## src/rtl/tmr8_pkg.sv

```systemverilog
/*
  Constants, field layout and carrier types for the 8-bit timer with shared prescaler.
  Assumes a 32-bit classic Wishbone register bus and one instruction-cycle clock.
*/
// Function
// - Clock select clear and no prescaler: count advances each instruction cycle.
// - Counting is suppressed for two cycles after every count register write.
// - Clock select set and no prescaler: count advances on each active external input edge.
// - Prescaler serves timer or watchdog only; assign bit clear selects timer.
// - Prescaler on timer: 3-bit rate field gives eight ratios, 1:2 to 1:256.
// - Undivided 1:1 counting exists only while the prescaler serves the watchdog.
// - Prescaler count is never readable or writable by software.
// - With prescaler on timer, each count write also zeroes the prescaler.
// - With prescaler on watchdog, watchdog clear zeroes the prescaler too.
// - Wrap from FFh to 00h sets overflow flag regardless of interrupt enable.
// - Overflow flag stays set until software clears it; hardware never clears.
// - Interrupt request only when overflow flag and its enable are both set.
// - Count is frozen during sleep, so no overflow or wake happens then.
// - Edge select one counts falling external edges; zero counts rising edges.
// - In counter mode the prescaler output is resampled onto the internal clock.
package tmr8_pkg;

  ////////////////////////////////////////////////////////////////////////////
  // Register map, byte addresses on the bus
  localparam int unsigned ADR_W       = 4;
  localparam logic [3:0]  OFF_COUNT   = 4'h0;
  localparam logic [3:0]  OFF_CONFIG  = 4'h4;
  localparam logic [3:0]  OFF_STATUS  = 4'h8;
  localparam logic [3:0]  OFF_INTEN   = 4'hc;

  ////////////////////////////////////////////////////////////////////////////
  // Field positions
  localparam int unsigned CFG_SRC_BIT  = 5;
  localparam int unsigned CFG_EDGE_BIT = 4;
  localparam int unsigned CFG_PSA_BIT  = 3;
  localparam int unsigned CFG_RATE_LSB = 0;
  localparam int unsigned RATE_W       = 3;
  localparam int unsigned STAT_OVF_BIT = 0;
  localparam int unsigned EN_OVF_BIT   = 0;
  localparam int unsigned EN_GLOB_BIT  = 1;

  ////////////////////////////////////////////////////////////////////////////
  // Reset values and counts
  localparam logic [7:0] COUNT_RST  = 8'h00;
  localparam logic [7:0] COUNT_MAX  = 8'hff;
  localparam logic [5:0] CONFIG_RST = 6'h3f;
  localparam logic [1:0] WR_HOLD    = 2'h2;
  localparam logic [3:0] SHIFT_ONE  = 4'h1;

  // Timer configuration as software sees it
  typedef struct packed {
    logic              clk_src;
    logic              edge_fall;
    logic              psa_wdt;
    logic [RATE_W-1:0] rate;
  } tmr8_cfg_t;

  // One bus request, grouped as a unit straight from the bus inputs, not registered
  typedef struct packed {
    logic [ADR_W-1:0] adr;
    logic             we;
    logic             lane0;
    logic [7:0]       dat;
  } tmr8_req_t;

  // Mask of the low n bits of the prescaler count
  function automatic logic [7:0] low_mask(input logic [3:0] n);
    logic [8:0] t;
    t = (9'h001 << n) - 9'h001;
    return t[7:0];
  endfunction

endpackage

```

## src/rtl/tmr8_presc.sv

```systemverilog
/*
  Shared 8-bit prescaler: counts input ticks and passes one in 2^shift.
  Assumes tick_i is a one-cycle pulse on clk_i; clear_i wins over counting.
*/
`timescale 1ns/1ns
module tmr8_presc #(
  parameter int unsigned WIDTH = 8
) (
  // Clock and reset
  input  wire logic             clk_i,
  input  wire logic             rst_i,
  // Control
  input  wire logic             clear_i,
  input  wire logic             tick_i,
  input  wire logic [3:0]       shift_i,
  // Result
  output logic                  tick_o,
  output logic [WIDTH-1:0]      count_o
);

  logic [WIDTH-1:0] mask;

  assign mask   = WIDTH'(tmr8_pkg::low_mask(shift_i));
  // Pass a tick when every low bit under the tap is already one
  assign tick_o = tick_i && !clear_i && ((count_o & mask) == mask);

  // Count is internal state only; no bus path reaches it
  always_ff @(posedge clk_i) begin
    if (rst_i || clear_i) begin
      count_o <= '0;
    end else if (tick_i) begin
      count_o <= count_o + WIDTH'(1);
    end
  end

endmodule // tmr8_presc

```

## src/rtl/tmr8_sync.sv

```systemverilog
/*
  Three-stage synchroniser with edge pulses for the external count input.
  Assumes the pin is asynchronous to clk_i; the level counts once stages two and three agree.
*/
`timescale 1ns/1ns
module tmr8_sync (
  // Clock and reset
  input  wire logic clk_i,
  input  wire logic rst_i,
  // Pin side
  input  wire logic pin_i,
  // Edge pulses
  output logic      rise_o,
  output logic      fall_o
);

  logic [2:0] stage_r;
  logic       level_r;

  // First stage is read only by the second
  always_ff @(posedge clk_i) begin
    if (rst_i) begin
      stage_r <= 3'h0;
    end else begin
      stage_r <= {stage_r[1:0], pin_i};
    end
  end

  // Accept a new level only when two settled stages agree
  always_ff @(posedge clk_i) begin
    if (rst_i) begin
      level_r <= 1'b0;
      rise_o  <= 1'b0;
      fall_o  <= 1'b0;
    end else begin
      rise_o <= (stage_r[1] == stage_r[2]) && stage_r[2] && !level_r;
      fall_o <= (stage_r[1] == stage_r[2]) && !stage_r[2] && level_r;
      if (stage_r[1] == stage_r[2]) begin
        level_r <= stage_r[2];
      end
    end
  end

endmodule // tmr8_sync

```

## src/rtl/tmr8_top.sv

```systemverilog
/*
  Timer block top: Wishbone slave, 8-bit count, shared prescaler, overflow interrupt.
  Assumes one 10 MHz instruction-cycle clock, synchronous active-high reset, and a
  watchdog outside that supplies its base tick and its clear instruction as pulses.
*/
`timescale 1ns/1ns
module tmr8_top (
  // Clock and reset
  input  wire logic        clk_i,
  input  wire logic        rst_i,
  // Wishbone classic slave
  input  wire logic        wb_cyc_i,
  input  wire logic        wb_stb_i,
  input  wire logic        wb_we_i,
  input  wire logic [3:0]  wb_adr_i,
  input  wire logic [3:0]  wb_sel_i,
  input  wire logic [31:0] wb_dat_i,
  output logic      [31:0] wb_dat_o,
  output logic             wb_ack_o,
  // External count pin
  input  wire logic        external_count_input_i,
  // Core and watchdog side
  input  wire logic        sleep_i,
  input  wire logic        watchdog_clear_i,
  input  wire logic        wdt_tick_i,
  output logic             wdt_tick_o,
  // Interrupt
  output logic             irq_o
);

  ////////////////////////////////////////////////////////////////////////////
  // Declarations
  tmr8_pkg::tmr8_cfg_t cfg_r;
  tmr8_pkg::tmr8_req_t req;
  logic [7:0]          timer_count_r;
  logic [1:0]          hold_r;
  logic                inc_r;
  logic                overflow_flag_r;
  logic                overflow_int_enable_r;
  logic                global_enable_r;
  logic                bus_req;
  logic                bus_wr;
  logic                wr_count;
  logic                wr_config;
  logic                wr_status;
  logic                wr_inten;
  logic [7:0]          rd_byte;
  logic                ext_rise;
  logic                ext_fall;
  logic                ext_edge;
  logic                src_tick;
  logic                presc_in;
  logic                presc_out;
  logic                presc_clear;
  logic [3:0]          presc_shift;
  logic [7:0]          presc_count;
  logic                inc_ok;
  logic                ovf_evt;
  logic                flag_clear;

  ////////////////////////////////////////////////////////////////////////////
  // Bus decode: ack one cycle after the request, writes act on the ack edge
  // The !ack term refuses a strobe still high in the ack cycle, so one access never counts twice
  assign req       = '{adr: wb_adr_i, we: wb_we_i, lane0: wb_sel_i[0], dat: wb_dat_i[7:0]};
  assign bus_req   = wb_cyc_i && wb_stb_i && !wb_ack_o;
  assign bus_wr    = wb_cyc_i && wb_stb_i && wb_ack_o && req.we && req.lane0;
  assign wr_count  = bus_wr && (req.adr == tmr8_pkg::OFF_COUNT);
  assign wr_config = bus_wr && (req.adr == tmr8_pkg::OFF_CONFIG);
  assign wr_status = bus_wr && (req.adr == tmr8_pkg::OFF_STATUS);
  assign wr_inten  = bus_wr && (req.adr == tmr8_pkg::OFF_INTEN);

  // Read mux; unmapped addresses read zero and the prescaler has no address
  always_comb begin
    rd_byte = 8'h00;
    case (req.adr)
      tmr8_pkg::OFF_COUNT:  rd_byte = timer_count_r;
      tmr8_pkg::OFF_CONFIG: rd_byte = 8'(cfg_r);
      tmr8_pkg::OFF_STATUS: rd_byte[tmr8_pkg::STAT_OVF_BIT] = overflow_flag_r;
      tmr8_pkg::OFF_INTEN: begin
        rd_byte[tmr8_pkg::EN_OVF_BIT]  = overflow_int_enable_r;
        rd_byte[tmr8_pkg::EN_GLOB_BIT] = global_enable_r;
      end
      default:              rd_byte = 8'h00;
    endcase
  end

  // Ack and read data; both come from flip-flops
  // Read data is loaded on the taking edge, so it shows the state one cycle before the ack
  always_ff @(posedge clk_i) begin
    if (rst_i) begin
      wb_ack_o <= 1'b0;
      wb_dat_o <= 32'h0000_0000;
    end else begin
      wb_ack_o <= bus_req;
      if (bus_req) begin
        wb_dat_o <= 32'(rd_byte);
      end
    end
  end

  ////////////////////////////////////////////////////////////////////////////
  // Configuration; software keeps the switching order when moving the prescaler
  // A write with sel[0] low is acknowledged but leaves every bit as it was
  always_ff @(posedge clk_i) begin
    if (rst_i) begin
      cfg_r <= tmr8_pkg::tmr8_cfg_t'(tmr8_pkg::CONFIG_RST);
    end else if (wr_config) begin
      cfg_r <= tmr8_pkg::tmr8_cfg_t'(req.dat[tmr8_pkg::CFG_SRC_BIT:tmr8_pkg::CFG_RATE_LSB]);
    end
  end

  // Interrupt enables
  always_ff @(posedge clk_i) begin
    if (rst_i) begin
      overflow_int_enable_r <= 1'b0;
      global_enable_r       <= 1'b0;
    end else if (wr_inten) begin
      overflow_int_enable_r <= req.dat[tmr8_pkg::EN_OVF_BIT];
      global_enable_r       <= req.dat[tmr8_pkg::EN_GLOB_BIT];
    end
  end

  ////////////////////////////////////////////////////////////////////////////
  // Clock source: external edge passes five flops (three sync stages, edge pulse, resample) before it counts
  // Limitation: a pin level shorter than two clocks may be missed entirely
  tmr8_sync u_sync (
    .clk_i  (clk_i),
    .rst_i  (rst_i),
    .pin_i  (external_count_input_i),
    .rise_o (ext_rise),
    .fall_o (ext_fall)
  );

  assign ext_edge = cfg_r.edge_fall ? ext_fall : ext_rise;
  // Timer mode ticks every instruction cycle, counter mode on the chosen edge
  assign src_tick = cfg_r.clk_src ? ext_edge : 1'b1;

  ////////////////////////////////////////////////////////////////////////////
  // Shared prescaler: one owner at a time
  // Timer side freezes in sleep; the watchdog side keeps running so it can still wake the core
  assign presc_in    = cfg_r.psa_wdt ? wdt_tick_i : (src_tick && !sleep_i);
  // Timer ratios start at 1:2, so no timer setting divides by one
  assign presc_shift = cfg_r.psa_wdt ? {1'b0, cfg_r.rate}
                                     : {1'b0, cfg_r.rate} + tmr8_pkg::SHIFT_ONE;
  // A count write clears it only for the timer, the watchdog clear only for the watchdog
  assign presc_clear = cfg_r.psa_wdt ? watchdog_clear_i : wr_count;

  tmr8_presc #(
    .WIDTH (8)
  ) u_presc (
    .clk_i   (clk_i),
    .rst_i   (rst_i),
    .clear_i (presc_clear),
    .tick_i  (presc_in),
    .shift_i (presc_shift),
    .tick_o  (presc_out),
    .count_o (presc_count)
  );

  // Resample the divided tick onto the internal clock before it reaches the count
  // Trade-off: one cycle of latency in every mode buys a count that moves on one edge only
  always_ff @(posedge clk_i) begin
    if (rst_i) begin
      inc_r      <= 1'b0;
      wdt_tick_o <= 1'b0;
    end else begin
      inc_r      <= cfg_r.psa_wdt ? src_tick : presc_out;
      wdt_tick_o <= cfg_r.psa_wdt && presc_out;
    end
  end

  ////////////////////////////////////////////////////////////////////////////
  // Count register
  // Ticks lost to sleep, to the write cycle or to the hold window are dropped, never queued
  assign inc_ok  = inc_r && (hold_r == 2'h0) && !sleep_i && !wr_count;
  assign ovf_evt = inc_ok && (timer_count_r == tmr8_pkg::COUNT_MAX);

  // Write hold: two cycles without increments follow each count write
  // Software that wants an exact time writes a value two counts ahead
  always_ff @(posedge clk_i) begin
    if (rst_i) begin
      hold_r <= 2'h0;
    end else if (wr_count) begin
      hold_r <= tmr8_pkg::WR_HOLD;
    end else if (hold_r != 2'h0) begin
      hold_r <= hold_r - 2'h1;
    end
  end

  // A write wins over an increment in the same cycle
  always_ff @(posedge clk_i) begin
    if (rst_i) begin
      timer_count_r <= tmr8_pkg::COUNT_RST;
    end else if (wr_count) begin
      timer_count_r <= req.dat;
    end else if (inc_ok) begin
      timer_count_r <= timer_count_r + 8'h01;
    end
  end

  ////////////////////////////////////////////////////////////////////////////
  // Overflow flag: write one to clear; a wrap in the same cycle keeps it set
  // Set wins so that a wrap racing a software clear is never lost
  assign flag_clear = wr_status && req.dat[tmr8_pkg::STAT_OVF_BIT];

  always_ff @(posedge clk_i) begin
    if (rst_i) begin
      overflow_flag_r <= 1'b0;
    end else if (ovf_evt) begin
      overflow_flag_r <= 1'b1;
    end else if (flag_clear) begin
      overflow_flag_r <= 1'b0;
    end
  end

  // Level interrupt, qualified by both enables
  // Registered so irq_o comes from a flop; it trails the flag by one cycle
  always_ff @(posedge clk_i) begin
    if (rst_i) begin
      irq_o <= 1'b0;
    end else begin
      irq_o <= overflow_flag_r && overflow_int_enable_r && global_enable_r;
    end
  end
endmodule // tmr8_top

```

## config.mk

```make
export PLATFORM = sky130hd
export DESIGN_NAME = tmr8_top
export DESIGN_NICKNAME = d
export VERILOG_FILES = /design/src/rtl/tmr8_pkg.sv /design/src/rtl/tmr8_presc.sv /design/src/rtl/tmr8_sync.sv /design/src/rtl/tmr8_top.sv
export SDC_FILE = /design/constraint.sdc
export NUM_CORES = 1
export LEC_CHECK = 0
export ABC_AREA = 1
export BUFFER_PORTS_ARGS = -buffer_cell sky130_fd_sc_hd__buf_4
export CORE_ASPECT_RATIO = 0.9
export CORE_MARGIN = 3
export CORE_UTILIZATION = 45
export DETAILED_ROUTE_END_ITERATION = 16
export GPL_ROUTABILITY_DRIVEN = 0
export HOLD_SLACK_MARGIN = 0.05
export PLACE_DENSITY = 0.81
export SLEW_MARGIN = 20
export SYNTH_ARGS = -nofsm -noshare
export SYNTH_HDL_FRONTEND = slang
export SYNTH_HIERARCHICAL = 1
export SYNTH_SLANG_ARGS = --single-unit
export TNS_END_PERCENT = 5
```

## constraint.sdc

```tcl
create_clock -name clk_i -period 2.37 [get_ports clk_i]
set_input_delay 0.1185 -clock clk_i [delete_from_list [all_inputs] [get_ports clk_i]]
set_output_delay 0.1185 -clock clk_i [all_outputs]
set_load 0.01 [all_outputs]
```

==> out/results.tsv <==
stage	metric	value	unit
route	first_pass_iters	4	
clocking	clk_pin_slew_worst_paths	0.09	ns
floorplanning	io_pins	84	
placement	place_ws	0.0885	ns
pwr	peakVddDrop	0.295	mV
pwr	p_int	1.01	mW
clocking	cts_buffers	5	
yosys	syn_area_per_cell	6.84	um^2
worst_hold_path	min-delay-start	wb_dat_i[1]	
finish	area_delta_synth_final	14.9	%
finish	diodes	0	
placement	numPortBuffers	32	
finish	mostFrequentLayoutCells	nand2_1 (86), nand3_1 (46), dfxtp_1 (44), buf_4 (43), nor2_1 (40)	
yosys	synthDistinctLibCells	35	
timing	rsz0062_at_grt	yes	
critical_path	crit_start	cfg_r[1]$_SDFFE_PP1P_	
grt	gr-total-overflow	0	
route	wirelength	5.49	mm
pwr	power.switching	0.336	mW
clocking	clock-root-buffer	clkbuf_8	
pwr	pwr-share-clk	34.1	%
timing	final-setup-viol-count	0	
yosys	synthTopCellsByArea	dfxtp_1 (35%), nand2_1 (12%), nand3_1 (9.0%), buf_4 (7.5%), nor2_1 (6.2%)	
pwr	powerDensity	449	mW/mm^2
grt	antenna_found_initial	0	
critical_path	worstPathRequired	2.58	ns
clocking	clk_latency	0.30	ns
yosys	yosysWarnings	6	
route	vias_per_cell	4.93	
floorplanning	start_util	48.2	%
floorplanning	die_height	78.2	um
floorplanning	rows	25	
clocking	htreeDepth	2	
timing	tns	0	ns
timing	finalCriticalPeriod	2.25	ns
placement	dpl.cell_count	479	
yosys	syn-cell-area	0.00261	mm^2
timing	slew_viol_final	0	
job	drv_cap	0	
worst_hold_path	hp-class	primary input to flip-flop	
critical_path	crit_type	flip-flop to flip-flop	
floorplanning	fp.coreArea	0.00541	mm^2
timing	finClkSkew	0.0158	ns
finish	final_util	55.3	%
finish	fin_area	0.00299	mm^2
timing	worst_pin_slew	0.507	ns
floorplanning	fp.dieW	86.2	um
critical_path	end_kind	flip-flop	
timing	fmax	0.444	GHz
placement	post-dp-hpwl	4.18	mm
critical_path	rr_startpoint	cfg_r[1]$_SDFFE_PP1P_	
yosys	synth_top_area_share	34.6	%
route	drt_iter0_markers	107	
critical_path	path_max_fanout	4	
critical_path	cp_data_arrival_time	2.46	ns
placement	dpl_cell_area	0.00283	mm^2
grt	track_usage	16.9	%
yosys	yosys.area.top_type	dfxtp_1	
finish	final_common_cell	nand2_1	
route	drc	0	
finish	layout.cells.non_filler	493	
timing	setup_slack	0.120	ns
clocking	cts_buffer_depth	2	
route	vias	2429	
grt	grt_max_degree	22	
route	wl_per_cell	11.1	um
timing	period_share	94.9	%
clocking	cts_tree	done	
clocking	clock-sinks	45	
pwr	p_leak	1.44	nW
timing	slew-limit-headroom	66.0	%
pwr	p_seq_share	57.0	%
floorplanning	die_area	0.00674	mm^2
grt	grt_pass1_wl	9.30	mm
route	final_antenna_net_count	0	
finish	drive_gt1_share	19.7	%
pwr	p_sw_share	25.0	%
pwr	power_frac_comb	8.9	%
finish	final_nets	480	
yosys	synth_cells	381	
timing	hold_viol	0	
status	status	complete, no violations	
grt	grt_pass1_vias	2090	
yosys	yosysSeqAreaShare	34.6	%
critical_path	start_kind	flip-flop	
yosys	ys_ff_latch	45	
## cell type report
type / count / area [um^2]
clock buffer: 6 / 72.6
fill: 509 / 2420
multi-input combinational: 277 / 1390
tap: 67 / 83.8
clock inverter: 2 / 10.0
timing repair buffer: 45 / 343
sequential: 45 / 905
inverter: 51 / 191
## cell families after synthesis
| group | share of synthesized area [%] |
|---|---|
| and+or+nand+nor | 35.6 |
| buffers and inverters | 16.5 |
| DFF | 34.6 |
| AOI/OAI and AO/OA | 9.31 |
| adders and majority gates | 2.88 |
| xor gates and xnor gates | 1.01 |
| other | 0.144 |
## critical path, cell delays in order, from the launching register on
cell and delay [ns]:
dfxtp_4 0.36, ha_1 0.26, nand2_1 0.06, o21ai_1 0.12
nor2_1 0.16, nand2_1 0.07, ha_1 0.27, nor2_1 0.04
nor2_1 0.09, nand3_1 0.12, nor2_2 0.15, nand3_2 0.09
nor2_4 0.12, inv_2 0.05, nor3_1 0.17
## registers in the layout, indices dropped and copies added, names as in the netlist
name,count
cfg_r,6
global_enable_r,1
hold_r,2
inc_r,1
irq_o,1
overflow_flag_r,1
overflow_int_enable_r,1
timer_count_r,8
u_presc/count_o,8
u_sync/fall_o,1
u_sync/level_r,1
u_sync/rise_o,1
u_sync/stage_r,3
wb_ack_o,1
wb_dat_o,8
wdt_tick_o,1
## power by group through the flow
stage / clock, mW / combinational [mW] / sequential [mW]
2_1_floorplan: 0 / 0.0939 / 0.786
3_3_place_gp: 0 / 0.113 / 0.786
3_5_place_dp: 0 / 0.115 / 0.786
4_1_cts: 0.476 / 0.118 / 0.768
5_1_grt: 0.504 / 0.134 / 0.769
6_report: 0.459 / 0.119 / 0.767
## per-layer routing
| layer | global-route usage (%) | vias up | wire length [um] |
|---|---|---|---|
| met3 | 3.36 | 6 | 394 |
| met1 | 23.2 | 1080 | 2470 |
| li1 | - | 1260 | - |
| met5 | 0 | - | 0 |
| met2 | 26.1 | 83 | 2530 |
| met4 | 6.39 | 0 | 83 |
## cells in the mapped netlist
library cell	instances
o21ai_2	2
conb_1	1
nor3b_1	1
inv_2	9
nand4_1	3
nand2_2	2
a31oi_1	1
o21ai_1	3
nor2_1	43
buf_2	1
nand3_2	2
nand3_1	47
nand2_4	2
o22ai_1	1
clkbuf_1	1
o211ai_1	5
nand3_4	1
clkinv_1	1
nor3_2	1
inv_1	41
a21oi_1	13
nor3_1	4
ha_1	6
buf_6	3
buf_4	26
xor2_1	2
nand3b_1	2
nand4_2	1
nor2_4	3
nand2_1	86
a22oi_1	2
nor2_2	3
o21ai_0	16
dfxtp_1	45
xnor2_1	1
## worst paths after layout
path | endpoint | slack, ns | depth (start not counted)
worst max-delay path | wdt_tick_o$_SDFF_PP0_ | 0.12 | 14
worst min-delay path | cfg_r[1]$_SDFFE_PP1P_ | 0.06 | 3
worst max register to register | wdt_tick_o$_SDFF_PP0_ | 0.12 | 14
worst min register to register | u_sync/stage_r[1]$_SDFF_PP0_ | 0.41 | 2
## timing repair
| item | CTS | global route |
|---|---|---|
| endpoints found under the setup margin | 0 | 2 |
| gates resized for setup | 0 | 13 |
| hold buffers | 2 | 0 |
| hold endpoints to repair | 2 | 0 |
| setup buffers | 0 | 4 |
## per-stage QoR
stage	power [mW]	hold slack, ns
2_1_floorplan	0.880	0.190
3_3_place_gp	0.898	0.319
3_5_place_dp	0.901	0.342
4_1_cts	1.36	0.0529
5_1_grt	1.41	0.0538
6_report	1.35	0.0586
Note: power is estimated with default switching activity, not from simulation.
